--- src/wake_supply_regs.vh ---
/*
 * Offsets, field positions, reset values and counts for the wake and supply
 * status register group. Definitions only; included by the design files.
 */
`ifndef WAKE_SUPPLY_REGS_VH
`define WAKE_SUPPLY_REGS_VH

// Register offsets on the 7-bit serial control port address.
`define ADDR_WAKE_A 7'h46
`define ADDR_WAKE_B 7'h47
`define ADDR_LEVEL 7'h48
`define ADDR_REGULATOR 7'h4C
`define ADDR_IDENT 7'h7E

// Wake source register A fields.
`define WKA_MODE_SWITCH 7
`define WKA_CAN 5
`define WKA_TIMER 4
`define WKA_PIN 0
`define WKA_RESERVED 6
`define WKA_RSVD_HI 3
`define WKA_RSVD_LO 1
`define WKA_RC_MASK 8'hB1

// Wake source register B: one flag per LIN bus in bits 3:0.
`define WKB_LIN1 0
`define WKB_LIN2 1
`define WKB_LIN3 2
`define WKB_LIN4 3
`define WKB_RSVD_HI 7
`define WKB_RSVD_LO 4
`define WKB_RC_MASK 4'hF

// Input level register fields.
`define LVL_DEV_PIN 7
`define LVL_FIXED_ONE 6
`define LVL_FAIL_CFG 5
`define LVL_WAKE_PIN 0
`define LVL_RSVD_HI 4
`define LVL_RSVD_LO 1

// Regulator fault register fields.
`define REG_BOOST_ACTIVE 7
`define REG_BOOST_SHORT 6
`define REG_BOOST_OPEN 5
`define REG_BOOST_GATE 4
`define REG_RESERVED 3
`define REG_BUCK_SHORT 2
`define REG_BUCK_OPEN 1
`define REG_OUT_RANGE 0
`define REG_RC_MASK 8'hF7
`define REG_UPPER_MASK 8'hF0

// Identification register fields.
`define ID_FAM_HI 7
`define ID_FAM_LO 4
`define ID_PRODUCT_VARIANT_CODE_HI 3
`define ID_PRODUCT_VARIANT_CODE_LO 0

// Reset values and watchdog failure thresholds.
`define RESET_ZERO 8'h00
`define FAIL_COUNT_CFG_SET 2'h1
`define FAIL_COUNT_CFG_CLEAR 2'h2
`define FAIL_COUNT_MAX 2'h3

`endif

--- src/wake_and_supply_status_regs.v ---
/*
 * Wake source, input level, regulator fault and identification status
 * registers, read by address over the serial control port; the wake and regulator fault ones are also cleared.
 * Also counts watchdog trigger failures to drive the fail outputs.
 * Assumes the serial framing decodes reads and clears into one-cycle
 * strobes with a 7-bit address, and that all inputs are synchronous.
 */
//
// Functional notes
// - Latch regulator automatic modulation switch in bit 7.
// - Latch CAN, timer, wake pin wakes.
// - One latched wake flag per LIN bus.
// - Reserved bits read as zero.
// - Input level bit 6 reads one.
// - Bit 7 shows development pin; blocks watchdog reset.
// - Bit 5 mirrors fail-output configuration bit.
// - Fail outputs after second or first failure.
// - Boost diode or sense short sets bit 6.
// - Bit 5 ORs three boost open detections.
// - Gate short sets bit 4; active sets 7.
// - Buck switch short sets bit 2.
// - Buck switch open sets bit 1.
// - Bit 0 flags main output out of band.
// - Read-only family and product identification byte.
// - Reset clears wakes, regulator upper nibble; restart keeps.
`timescale 1ns/100ps
`include "wake_supply_regs.vh"
module wake_and_supply_status_regs #(
  // Identification codes below are arbitrary values.
  parameter [3:0] FAMILY_CODE = 4'hA,
  parameter [3:0] PRODUCT_CODE = 4'h3
) (
  // Clock, reset and enable.
  input wire clk_sys,
  input wire rstn,
  input wire ce,
  input wire soft_reset,
  // Register access from the serial control port.
  input wire [6:0] reg_addr,
  input wire reg_rd,
  input wire reg_clr,
  output reg [7:0] reg_rdata,
  output reg reg_rvalid,
  // Wake events.
  input wire regulator_mode_auto_switch,
  input wire can_bus_wake,
  input wire cyclic_timer_wake,
  input wire wake_pin_wake,
  input wire [3:0] lin_wake,
  // Live pin and configuration levels.
  input wire wake_input_pin,
  input wire dev_mode_pin,
  input wire fail_output_config_bit,
  // Regulator monitors.
  input wire boost_running,
  input wire boost_diode_short,
  input wire positive_sense_short,
  input wire boost_diode_lost,
  input wire positive_sense_lost,
  input wire negative_sense_gnd_lost,
  input wire boost_gate_short,
  input wire buck_switch_short,
  input wire buck_switch_open,
  input wire main_output_out_of_band,
  // Watchdog trigger results.
  input wire wd_trigger_fail,
  input wire wd_trigger_ok,
  output reg fail_outputs,
  output reg wd_reset_req
);
  wire [7:0] wake_a_flags;
  wire [3:0] wake_b_flags;
  wire [7:0] reg_flags;
  wire [7:0] wake_a_set;
  wire [7:0] reg_set;
  wire [7:0] wake_a_clr;
  wire [3:0] wake_b_clr;
  wire [7:0] reg_clr_mask;
  wire [7:0] wake_a_init;
  wire [3:0] wake_b_init;
  wire [7:0] reg_init;
  wire [7:0] level_val;
  wire [1:0] fail_limit;
  reg [1:0] fail_cnt_r;
  reg [1:0] fail_cnt_nxt;
  reg [7:0] rdata_nxt;
  reg fail_outputs_nxt;
  reg wd_reset_req_nxt;
  wire hit_wake_a;
  wire hit_wake_b;
  wire hit_level;
  wire hit_regulator;
  wire hit_ident;
  wire clr_wake_a;
  wire clr_wake_b;
  wire clr_regulator;
  wire regulator_mode_auto_switch_flag;
  wire can_bus_wake_flag;
  wire cyclic_timer_wake_flag;
  wire wake_pin_wake_flag;
  wire lin_first_wake_flag;
  wire lin_second_wake_flag;
  wire lin_third_wake_flag;
  wire lin_fourth_wake_flag;
  wire boost_active_flag;
  wire boost_sense_short_flag;
  wire boost_open_flag;
  wire boost_gate_short_flag;
  wire buck_switch_short_flag;
  wire buck_switch_open_flag;
  wire core_supply_out_of_range_flag;
  wire fail_output_config_mirror;
  wire [3:0] family_code;
  wire [3:0] product_variant_code;
  wire [7:0] wake_a_view;
  wire [7:0] wake_b_view;
  wire [7:0] regulator_view;
  wire [7:0] ident_view;

  assign wake_a_set[`WKA_MODE_SWITCH] = regulator_mode_auto_switch;
  assign wake_a_set[`WKA_RESERVED] = 1'b0;
  assign wake_a_set[`WKA_CAN] = can_bus_wake;
  assign wake_a_set[`WKA_TIMER] = cyclic_timer_wake;
  assign wake_a_set[`WKA_RSVD_HI:`WKA_RSVD_LO] = 3'h0;
  assign wake_a_set[`WKA_PIN] = wake_pin_wake;

  assign reg_set[`REG_BOOST_ACTIVE] = boost_running;
  assign reg_set[`REG_BOOST_SHORT] = boost_diode_short | positive_sense_short;
  assign reg_set[`REG_BOOST_OPEN] = boost_diode_lost | positive_sense_lost |
    negative_sense_gnd_lost;
  assign reg_set[`REG_BOOST_GATE] = boost_gate_short;
  assign reg_set[`REG_RESERVED] = 1'b0;
  assign reg_set[`REG_BUCK_SHORT] = buck_switch_short;
  assign reg_set[`REG_BUCK_OPEN] = buck_switch_open;
  // Stays set while out of band, so a clear only takes once back inside.
  assign reg_set[`REG_OUT_RANGE] = main_output_out_of_band;

  // One address decode serves both reads and clear commands.
  assign hit_wake_a = (reg_addr == `ADDR_WAKE_A);
  assign hit_wake_b = (reg_addr == `ADDR_WAKE_B);
  assign hit_level = (reg_addr == `ADDR_LEVEL);
  assign hit_regulator = (reg_addr == `ADDR_REGULATOR);
  assign hit_ident = (reg_addr == `ADDR_IDENT);
  assign clr_wake_a = reg_clr & hit_wake_a;
  assign clr_wake_b = reg_clr & hit_wake_b;
  assign clr_regulator = reg_clr & hit_regulator;

  // Clear commands affect only the clearable bits of the addressed register.
  assign wake_a_clr = clr_wake_a ? `WKA_RC_MASK : 8'h00;
  assign wake_b_clr = clr_wake_b ? `WKB_RC_MASK : 4'h0;
  assign reg_clr_mask = clr_regulator ? `REG_RC_MASK : 8'h00;

  // Soft reset acts like power-on on these bits; restart touches nothing here.
  assign wake_a_init = soft_reset ? 8'hFF : 8'h00;
  assign wake_b_init = soft_reset ? 4'hF : 4'h0;
  assign reg_init = soft_reset ? `REG_UPPER_MASK : 8'h00;

  sticky_flags #(.W(8)) u_wake_a (
    .clk_sys(clk_sys),
    .rstn(rstn),
    .ce(ce),
    .set_in(wake_a_set),
    .clr_mask(wake_a_clr),
    .init_mask(wake_a_init),
    .flags(wake_a_flags)
  );

  sticky_flags #(.W(4)) u_wake_b (
    .clk_sys(clk_sys),
    .rstn(rstn),
    .ce(ce),
    .set_in(lin_wake),
    .clr_mask(wake_b_clr),
    .init_mask(wake_b_init),
    .flags(wake_b_flags)
  );

  sticky_flags #(.W(8)) u_regulator (
    .clk_sys(clk_sys),
    .rstn(rstn),
    .ce(ce),
    .set_in(reg_set),
    .clr_mask(reg_clr_mask),
    .init_mask(reg_init),
    .flags(reg_flags)
  );

  // Named fields of the latched flags.
  assign regulator_mode_auto_switch_flag = wake_a_flags[`WKA_MODE_SWITCH];
  assign can_bus_wake_flag = wake_a_flags[`WKA_CAN];
  assign cyclic_timer_wake_flag = wake_a_flags[`WKA_TIMER];
  assign wake_pin_wake_flag = wake_a_flags[`WKA_PIN];
  assign lin_first_wake_flag = wake_b_flags[`WKB_LIN1];
  assign lin_second_wake_flag = wake_b_flags[`WKB_LIN2];
  assign lin_third_wake_flag = wake_b_flags[`WKB_LIN3];
  assign lin_fourth_wake_flag = wake_b_flags[`WKB_LIN4];
  assign boost_active_flag = reg_flags[`REG_BOOST_ACTIVE];
  assign boost_sense_short_flag = reg_flags[`REG_BOOST_SHORT];
  assign boost_open_flag = reg_flags[`REG_BOOST_OPEN];
  assign boost_gate_short_flag = reg_flags[`REG_BOOST_GATE];
  assign buck_switch_short_flag = reg_flags[`REG_BUCK_SHORT];
  assign buck_switch_open_flag = reg_flags[`REG_BUCK_OPEN];
  assign core_supply_out_of_range_flag = reg_flags[`REG_OUT_RANGE];
  assign fail_output_config_mirror = fail_output_config_bit;
  assign family_code = FAMILY_CODE;
  assign product_variant_code = PRODUCT_CODE;

  // Read images; reserved positions are tied here, whatever the flag banks hold.
  assign wake_a_view[`WKA_MODE_SWITCH] = regulator_mode_auto_switch_flag;
  assign wake_a_view[`WKA_RESERVED] = 1'b0;
  assign wake_a_view[`WKA_CAN] = can_bus_wake_flag;
  assign wake_a_view[`WKA_TIMER] = cyclic_timer_wake_flag;
  assign wake_a_view[`WKA_RSVD_HI:`WKA_RSVD_LO] = 3'h0;
  assign wake_a_view[`WKA_PIN] = wake_pin_wake_flag;

  assign wake_b_view[`WKB_RSVD_HI:`WKB_RSVD_LO] = 4'h0;
  assign wake_b_view[`WKB_LIN4] = lin_fourth_wake_flag;
  assign wake_b_view[`WKB_LIN3] = lin_third_wake_flag;
  assign wake_b_view[`WKB_LIN2] = lin_second_wake_flag;
  assign wake_b_view[`WKB_LIN1] = lin_first_wake_flag;

  assign level_val[`LVL_DEV_PIN] = dev_mode_pin;
  assign level_val[`LVL_FIXED_ONE] = 1'b1;
  assign level_val[`LVL_FAIL_CFG] = fail_output_config_mirror;
  assign level_val[`LVL_RSVD_HI:`LVL_RSVD_LO] = 4'h0;
  assign level_val[`LVL_WAKE_PIN] = wake_input_pin;

  assign regulator_view[`REG_BOOST_ACTIVE] = boost_active_flag;
  assign regulator_view[`REG_BOOST_SHORT] = boost_sense_short_flag;
  assign regulator_view[`REG_BOOST_OPEN] = boost_open_flag;
  assign regulator_view[`REG_BOOST_GATE] = boost_gate_short_flag;
  assign regulator_view[`REG_RESERVED] = 1'b0;
  assign regulator_view[`REG_BUCK_SHORT] = buck_switch_short_flag;
  assign regulator_view[`REG_BUCK_OPEN] = buck_switch_open_flag;
  assign regulator_view[`REG_OUT_RANGE] = core_supply_out_of_range_flag;

  assign ident_view[`ID_FAM_HI:`ID_FAM_LO] = family_code;
  assign ident_view[`ID_PRODUCT_VARIANT_CODE_HI:`ID_PRODUCT_VARIANT_CODE_LO] = product_variant_code;

  always @* begin
    // Unmapped addresses read as zero.
    rdata_nxt = 8'h00;
    if (hit_wake_a) begin
      rdata_nxt = wake_a_view;
    end else if (hit_wake_b) begin
      rdata_nxt = wake_b_view;
    end else if (hit_level) begin
      rdata_nxt = level_val;
    end else if (hit_regulator) begin
      rdata_nxt = regulator_view;
    end else if (hit_ident) begin
      rdata_nxt = ident_view;
    end
  end

  always @(posedge clk_sys) begin
    if (!rstn) begin
      reg_rdata <= `RESET_ZERO;
      reg_rvalid <= 1'b0;
    end else if (ce) begin
      reg_rvalid <= reg_rd;
      if (reg_rd) begin
        reg_rdata <= rdata_nxt;
      end
    end
  end

  // Mirror zero waits for the second failure, one acts on the first.
  assign fail_limit = fail_output_config_mirror ? `FAIL_COUNT_CFG_SET :
    `FAIL_COUNT_CFG_CLEAR;

  always @* begin
    fail_cnt_nxt = fail_cnt_r;
    fail_outputs_nxt = fail_outputs;
    wd_reset_req_nxt = 1'b0;
    if (soft_reset) begin
      fail_cnt_nxt = 2'h0;
      fail_outputs_nxt = 1'b0;
    end else begin
      if (wd_trigger_fail) begin
        // Saturates so that a long run of failures cannot wrap to zero.
        if (fail_cnt_r != `FAIL_COUNT_MAX) begin
          fail_cnt_nxt = fail_cnt_r + 2'h1;
        end
        wd_reset_req_nxt = ~dev_mode_pin;
      end else if (wd_trigger_ok) begin
        fail_cnt_nxt = 2'h0;
      end
      if (fail_cnt_nxt >= fail_limit) begin
        fail_outputs_nxt = 1'b1;
      end
    end
  end

  always @(posedge clk_sys) begin
    if (!rstn) begin
      fail_cnt_r <= 2'h0;
      fail_outputs <= 1'b0;
      wd_reset_req <= 1'b0;
    end else if (ce) begin
      fail_cnt_r <= fail_cnt_nxt;
      fail_outputs <= fail_outputs_nxt;
      wd_reset_req <= wd_reset_req_nxt;
    end
  end
endmodule // wake_and_supply_status_regs

--- src/sticky_flags.v ---
/*
 * Bank of sticky status flags, one per bit, each set by a level or pulse and
 * cleared by a mask. Assumes one clock, synchronous active-low reset.
 */
`timescale 1ns/100ps
module sticky_flags #(
  parameter W = 8
) (
  // Clock, reset and enable.
  input wire clk_sys,
  input wire rstn,
  input wire ce,
  // Set and clear controls.
  input wire [W-1:0] set_in,
  input wire [W-1:0] clr_mask,
  input wire [W-1:0] init_mask,
  // Flag state.
  output wire [W-1:0] flags
);
  genvar i;
  generate
    for (i = 0; i < W; i = i + 1) begin : g_flag
      reg flag_r;
      always @(posedge clk_sys) begin
        if (!rstn) begin
          flag_r <= 1'b0;
        end else if (ce) begin
          // A set in the same cycle as a clear wins.
          if (set_in[i]) begin
            flag_r <= 1'b1;
          end else if (clr_mask[i] || init_mask[i]) begin
            flag_r <= 1'b0;
          end
        end
      end
      assign flags[i] = flag_r;
    end
  endgenerate
endmodule // sticky_flags

--- config.mk ---
export PLATFORM = sky130hd
export DESIGN_NAME = wake_and_supply_status_regs
export DESIGN_NICKNAME = d
export VERILOG_FILES = /design/src/wake_and_supply_status_regs.v /design/src/sticky_flags.v
export VERILOG_INCLUDE_DIRS = /design/src
export SDC_FILE = /design/constraint.sdc
export NUM_CORES = 1
export LEC_CHECK = 0
export BUFFER_PORTS_ARGS = -buffer_cell sky130_fd_sc_hd__buf_2
export CAP_MARGIN = 25
export CORE_AREA = 3 3 69 71
export CTS_CLUSTER_SIZE = 14
export DETAILED_ROUTE_END_ITERATION = 8
export DIE_AREA = 0 0 72 74
export GPL_ROUTABILITY_DRIVEN = 1
export PLACE_DENSITY = 0.68
export SLEW_MARGIN = 15
export SYNTH_ARGS = -nofsm -noshare
export SYNTH_HDL_FRONTEND = slang
export SYNTH_HIERARCHICAL = 1
export SYNTH_SLANG_ARGS = --single-unit
--- constraint.sdc ---
create_clock -name clk_sys -period 3.9 [get_ports clk_sys]
set_input_delay 0.39 -clock clk_sys [delete_from_list [all_inputs] [get_ports clk_sys]]
set_output_delay 0.39 -clock clk_sys [all_outputs]
set_load 0.01 [all_outputs]
Yosys cells after proc, flatten, opt, wreduce, memory -nomap -nowiden

Index checks and enable logic that the tools add are counted.

$add $sub $neg: 1
Multiply operators: 0
Divide/modulo/power cells: 0
$lt $le $gt $ge: 1
Eq/ne operators: 6
Shift operators: 0
Muxes and demuxes: 51
Bitwise logic cells: 7
Reduce and logical (&&, ||, !) cells: 48

Operators with widths:

| operator                                     | number |
|---|---|
| 2-to-1 mux 8 bit                             | 9 |
| == test 7 bit (second input constant)        | 5 |
| 2-to-1 mux 1 bit                             | 34 |
| AND reduction 2 bit                          | 17 |
| nonzero test 2 bit                           | 16 |
| logical OR 1 bit                             | 15 |
| 2-to-1 mux 2 bit                             | 6 |
| 2-to-1 mux 4 bit                             | 2 |
| AND 1 bit                                    | 3 |
| OR 1 bit                                     | 3 |
| adder 2 x 1 -> 2 bit (second input constant) | 1 |
| >= comparator 2 bit                          | 1 |
| != test 2 bit (second input constant)        | 1 |
| NOT 1 bit                                    | 1 |

Register bits after elaboration: 28
Bits in latches: 0
Memory bits (writable): 0
Memory bits (read-only): 0
Output and inout port bits: 11
Word-level logic and storage cells: 134
Memories kept: 0

Logic depth before layout (Yosys ltp)

Gate-level depths: netlist of the first run.

Depth after elaboration: 7
Gate-level depth with buffers: 7

Modules after synthesis

Netlist of the first run, hierarchy kept.

By module, submodules not included:

| module                          | instances | cells an instance | area an instance (um2) |
|---|---|---|---|
| sticky_flags at u_regulator ... | 2         | 41                | 437.9 |
| wake_and_supply_status_regs     | 1         | 93                | 794.5 |
| sticky_flags at u_wake_b        | 1         | 21                | 220.2 |

Worst setup path before layout of the first run

No wires, ideal clock.

Path kind: input to register
Start: in wd_trigger_fail
End: reg fail_outputs
Arrival time: 1.347 ns
Data required time: 3.775 ns
Path slack: 2.429 ns
Cell stages on the path: 7
Path through: nand2b_1 > a21boi_0 > inv_1 > ha_1 > a21o_1 > a21oi_1 > a211oi_1

Cells in the longest elaborated chain, start to end: 5

RTL lines:

| what                          | RTL line                          | RTL |
|---|---|---|
| from (decl)                   | wake_and_supply_status_regs.v:66  | `input wire wd_trigger_fail,` |
| 2-to-1 mux 2 bit              | wake_and_supply_status_regs.v:280 | `if (wd_trigger_fail) begin` |
| 2-to-1 mux 2 bit              | wake_and_supply_status_regs.v:276 | `if (soft_reset) begin` |
| >= comparator 2 bit           | wake_and_supply_status_regs.v:289 | `if (fail_cnt_nxt >= fail_limit) begin` |
| nonzero test 2 bit (no line)  | n/a                               |  |
| AND reduction 2 bit (no line) | n/a                               |  |
| to (signal assigned)          | wake_and_supply_status_regs.v:302 | `fail_outputs <= fail_outputs_nxt;` |
| to (decl)                     | wake_and_supply_status_regs.v:68  | `output reg fail_outputs,` |

No other way between the ends. The select of a mux whose other input is x is not followed.
A chain may end at the register's enable or synchronous reset.

Final worst setup path of the first run

Start: reg fail_cnt_r[0]
End: reg fail_outputs

Cells in the longest elaborated chain, start to end: 7

RTL lines:

| what                                                         | RTL line                          | RTL |
|---|---|---|
| from (decl)                                                  | wake_and_supply_status_regs.v:84  | `reg [1:0] fail_cnt_r;` |
| from (signal assigned)                                       | wake_and_supply_status_regs.v:301 | `fail_cnt_r <= fail_cnt_nxt;` |
| adder 2 x 1 -> 2 bit / != test 2 bit (equally long branches) | n/a                               |  |
| 2-to-1 mux 2 bit                                             | wake_and_supply_status_regs.v:282 | `` if (fail_cnt_r != `FAIL_COUNT_MAX) begin `` |
| 2-to-1 mux 2 bit (*)                                         | wake_and_supply_status_regs.v:280 |  |
| 2-to-1 mux 2 bit (*)                                         | wake_and_supply_status_regs.v:276 |  |
| >= comparator 2 bit (*)                                      | wake_and_supply_status_regs.v:289 |  |
| nonzero test 2 bit (no line) (*)                             | n/a                               |  |
| AND reduction 2 bit (no line) (*)                            | n/a                               |  |

Every way passes the cells marked *; elsewhere a longest branch is shown, timed or not. The select of a mux whose other input is x is not followed.

==> impl_metrics.tcl, run 1 <==
set metrics [dict create \
    status "completed" \
    grt_max_degree 23 \
    regToRegStartpoint "fail_cnt_r[0]$_SDFFE_PN0P_" \
    drv_cap 0 \
    routed_wl_um 3438 \
    tightest_slew_ns 0.5707 \
    ir_worst_vdd_mv 0.1327 \
    max_freq_ghz 0.6353 \
    fin_nets 241 \
    fin_util_pct 42.48 \
    first_iter_violations 61 \
    r2r_end "fail_outputs$_SDFFE_PN0P_" \
    cp-start-kind "flip-flop" \
    n_fill_cell 457 \
    min_path_type "primary input to flip-flop" \
    setup_viol 0 \
    clock_path_buffers 2 \
    syn_area_per_cell_um2 9.483 \
    met2_usage_pct 21.94 \
    met3_usage_pct 3.514 \
    slew-limit-headroom_pct 61.95 \
    dpl.cell_count 250 \
    finalNonFillerCells 254 \
    io_buffers 46 \
    initial_core_util_pct 37.76 \
    gr-max-usage-layer "met2" \
    h-tree-depth 1 \
    die_h_um 74 \
    hold_buffers 0 \
    gr-usage-met1_pct 18.12 \
    antenna-diode-count 0 \
    cpMaxStageDelayCell "dfxtp_1" \
    critPathMaxStageDelay_ns 0.33 \
    cp.arrival_ns 1.71 \
    route.detailed.drc 0 \
    p_leak_nw 0.8144 \
    syn_inst 171 \
    timing.final.crit_share_pct 40.36 \
    firstDrtPassIters 4 \
    clock_sinks 28 \
    tns_ns 0 \
    vias 1244 \
    required_ns 4.04 \
    insertion_delay_ns 0.27 \
    final_layout_size_suffix_gt1_share_pct 29.21 \
    crit_path_max_fanout 3 \
    fin_crit_ns 1.574 \
    grtUsageTotal_pct 13.42 \
    ant_nets 0 \
    first_global_vias 1223 \
    vias_per_cell 4.898 \
    yosysWarnings 6 \
    min_to "u_wake_b/g_flag[1].flag_r$_SDFFE_PN0P_" \
    rsz0062_at_grt "false" \
    rrSetupSlack_ns 2.33 \
    drv_slew 0 \
    mappedNetlistArea_um2 1622 \
    cts-buffers-inserted 3 \
    clock-root-buffer "clkbuf_8" \
    post_drt_wl_per_cell_um 13.54 \
    die_area_um2 5328 \
    path_delay_family "compound AO/OA/AOI/OAI gates" \
    cp_num_buf_inv 0 \
    num_rows 24 \
    hold_path_depth 3 \
    dp_hpwl_um 2622 \
    timing_worst_setup_path_type "flip-flop to flip-flop" \
    area_growth_syn_to_layout_pct 12.50 \
    cts-resized-gates 0 \
    powerDensity_nw_per_um2 323.5 \
    cts_tree "yes" \
    cts_setup_buffers 0 \
    gp_congestion 0.7893 \
    hold_viol 0 \
    die_width_um 72 \
    worst_clock_skew_ns 0.003783 \
    end_kind "flip-flop" \
    cp_num_cells 7 \
    path_clk_slew_ns 0.09 \
    grt_overflow 0 \
    grt_pass1_wl_um 5685 \
    hp-start "lin_wake[1]" \
    num_io_pins 47 \
    antenna_found_initial 0 \
    coreArea_um2 4294 \
    rr_worst_depth 7 \
    path_cells "nor2b_1 > o22ai_1 > ha_1 > nand2b_1 > a21o_1 > a21oi_1 > a211oi_1" \
]
==> area by class of cell <==
type,count,area [um^2],share of cell area [%]
clock buffer,4,55.05,3.018
inverter,4,15.01,0.8230
multi-input combinational,120,898.4,49.25
timing repair buffer,46,230.2,12.62
tap,52,65.06,3.567
sequential,28,560.5,30.73
==> through the flow <==
stage / area, um^2 / setup WS (ns) / hold slack (ns) / total power [mW]
CTS: 1824 / 2.323 / 0.4031 / 0.5991
finish: 1824 / 2.326 / 0.4086 / 0.5902
global placement: 1769 / 2.172 / 0.4395 / 0.4178
detailed placement: 1769 / 2.171 / 0.4486 / 0.4187
global route: 1824 / 2.216 / 0.4078 / 0.6239
floorplan: 1629 / 2.429 / 0.4731 / 0.3941
==> per-layer routing <==
metal	vias to the layer above	part of all wire [%]	wire (um)
met3	2	5.3	182
met5	-	0	0
met1	551	48	1653
met2	25	46	1592
li1	666	-	-
met4	0	0.29	10
==> worst register-to-register path, cell delays in order, from the launching register on <==
cell	delay (ns)
dfxtp_1	0.33
nor2b_1	0.13
o22ai_1	0.21
ha_1	0.27
nand2b_1	0.14
a21o_1	0.17
a21oi_1	0.14
a211oi_1	0.05
==> how the worst max path moves through the flow <==
stage | startpoint | endpoint | slack [ns]
final | fail_cnt_r[0]$_SDFFE_PN0P_ | fail_outputs$_SDFFE_PN0P_ | 2.33
after global routing | fail_cnt_r[0]$_SDFFE_PN0P_ | fail_outputs$_SDFFE_PN0P_ | 2.22
after CTS | fail_cnt_r[0]$_SDFFE_PN0P_ | fail_outputs$_SDFFE_PN0P_ | 2.32
after detailed placement | wd_trigger_fail | fail_outputs$_SDFFE_PN0P_ | 2.17
after global placement | wd_trigger_fail | fail_outputs$_SDFFE_PN0P_ | 2.17
after floorplan | wd_trigger_fail | fail_outputs$_SDFFE_PN0P_ | 2.43
==> power breakdown <==
group	internal, mW	switching, mW
sequential	0.304	0.0112
clock	0.0903	0.0879
combinational	0.0498	0.0474
total	0.444	0.146
==> sequential cells by signal, indices dropped and copies added (netlist names) <==
name	flops
wd_reset_req	1
u_wake_a/g_flag.flag_r	4
u_regulator/g_flag.flag_r	7
fail_outputs	1
fail_cnt_r	2
reg_rvalid	1
u_wake_b/g_flag.flag_r	4
reg_rdata	8
==> layout by cell type (no fill, tap or decap), drive strengths merged, types with 2 or more instances in the layout <==
master and n:
clkbuf 4, a2bb2oi 2, mux2 4, a21boi 16, a21oi 12, mux2i 15
a22oi 3, nor2 6, and2 3, nand4b 3, dfxtp 28, nand3 5
conb 3, buf 46, o21ai 5, nand2 7, inv 4, nor3 2
ha 2, nand2b 4, or3b 15
No activity file was read; power rests on OpenSTA's default activity.
==> inputs of run 2 (changes only) <==
clock period = 1.6 ns   (was 3.9 ns; I/O delays follow)
==> impl_metrics.tcl, run 2 (synthesis gave the netlist of run 1 again) <==
set metrics [dict create \
    cp-start-kind "flip-flop" \
    status "completed" \
    timing_worst_setup_path_type "flip-flop to flip-flop" \
    drv_cap 0 \
    powerDensity_nw_per_um2 749.5 \
    num_io_pins 47 \
    grt_max_degree 22 \
    required_ns 1.76 \
    antenna_found_initial 0 \
    worst_clock_skew_ns 0.006516 \
    grt_pass1_wl_um 5651 \
    firstDrtPassIters 4 \
    grtUsageTotal_pct 13.48 \
    largest_reg_flops 8 \
    min_path_type "primary input to flip-flop" \
    largest-register "reg_rdata" \
    top_regs "reg_rdata (8), u_regulator/g_flag.flag_r (7)" \
    initial_core_util_pct 37.76 \
    die_h_um 74 \
    layout_common_cells "buf_2, dfxtp_1, or3b_1, mux2i_1, a21boi_1" \
    end_kind "flip-flop" \
    path_clk_slew_ns 0.09 \
    ir_worst_vdd_mv 0.3857 \
    report.power.total_mw 1.385 \
    h-tree-depth 1 \
    multi_input_area_um2 898.4 \
    setup_viol 0 \
    final_common_cell "buf_2" \
    clock-root-buffer "clkbuf_8" \
    ant_nets 0 \
    hold_buffers 0 \
    max_freq_ghz 0.6603 \
    hold_viol 0 \
    grt_overflow 0 \
    area_growth_syn_to_layout_pct 13.97 \
    coreArea_um2 4294 \
    vias_per_cell 4.853 \
    cts_tree "yes" \
    gp_congestion 0.8336 \
    final_layout_size_suffix_gt1_share_pct 30.58 \
    seqCellArea_um2 560.5 \
    io_buffers 46 \
    fin_crit_ns 1.515 \
    route.detailed.drc 0 \
    cts_setup_buffers 0 \
    fin_nets 246 \
    cts-resized-gates 0 \
    insertion_delay_ns 0.27 \
    cts-buffers-inserted 3 \
    post_drt_wl_per_cell_um 13.47 \
    crit_path_max_fanout 3 \
    first_global_vias 1218 \
    clock_sinks 28 \
    n_fill_cell 446 \
    dp_hpwl_um 2697 \
    routed_wl_um 3476 \
    first_iter_violations 43 \
    timing.final.crit_share_pct 94.66 \
    rsz0062_at_grt "false" \
    antenna-diode-count 0 \
    die_area_um2 5328 \
    clock_path_buffers 2 \
    cp.arrival_ns 1.68 \
    die_width_um 72 \
    tns_ns 0 \
    drv_slew 0 \
    vias 1252 \
    num_rows 24 \
    p_leak_nw 0.8326 \
]
==> run 2: worst paths after layout <==
path                                            startpoint                         to  slack (ns)  cells past startpoint
worst max register to register  fail_cnt_r[0]$_SDFFE_PN0P_  fail_outputs$_SDFFE_PN0P_        0.09                      7
worst max-delay path            fail_cnt_r[0]$_SDFFE_PN0P_  fail_outputs$_SDFFE_PN0P_        0.09                      7
worst min-delay path                       wd_trigger_fail  wd_reset_req$_SDFFE_PN0P_        0.18                      3
worst min register to register   reg_rdata[6]$_SDFFE_PN0P_  reg_rdata[6]$_SDFFE_PN0P_        0.46                      2
==> run 2: through the flow <==
stage          utilization, %  instances  setup WS, ns  hold slack, ns  instance area, um^2
4_1_cts                 43.04        258       0.08526          0.1753                 1848
2_1_floorplan               -        173        0.1999          0.2556                 1629
3_5_place_dp            42.07        255       0.09780          0.4508                 1807
5_1_grt                 43.04        258      0.001459          0.1848                 1848
3_3_place_gp            42.07        255        0.1490          0.4406                 1807
6_report                43.04        258       0.08546          0.1797                 1848
==> run 2: power by group <==
| part | switching, mW | internal [mW] |
|---|---|---|
| combinational | 0.118 | 0.127 |
| sequential | 0.0259 | 0.740 |
| clock | 0.205 | 0.169 |
| total | 0.349 | 1.04 |
==> run 2: worst max-delay path: stages, from the launching register on <==
cell	delay, ns
dfxtp_1	0.33
nor2b_1	0.13
o22ai_1	0.19
ha_1	0.27
nand2b_1	0.14
a21o_1	0.17
a21oi_1	0.14
a211oi_1	0.05
==> run 2: cell type report <==
type                            instances  share of cell area (%)
Inverter                                4                  0.8125
Timing Repair Buffer                   51                   14.49
Multi-Input combinational cell        120                   48.61
Tap cell                               52                   3.521
Clock buffer                            3                   2.234
Sequential cell                        28                   30.33
==> run 2: metal layers <==
layer  vias up  track usage [%]  wire (um)
li1        672                -          -
met3         2            2.568        144
met5         -                0          0
met2        27            21.33       1531
met1       551            19.34       1781
met4         0            2.505         19
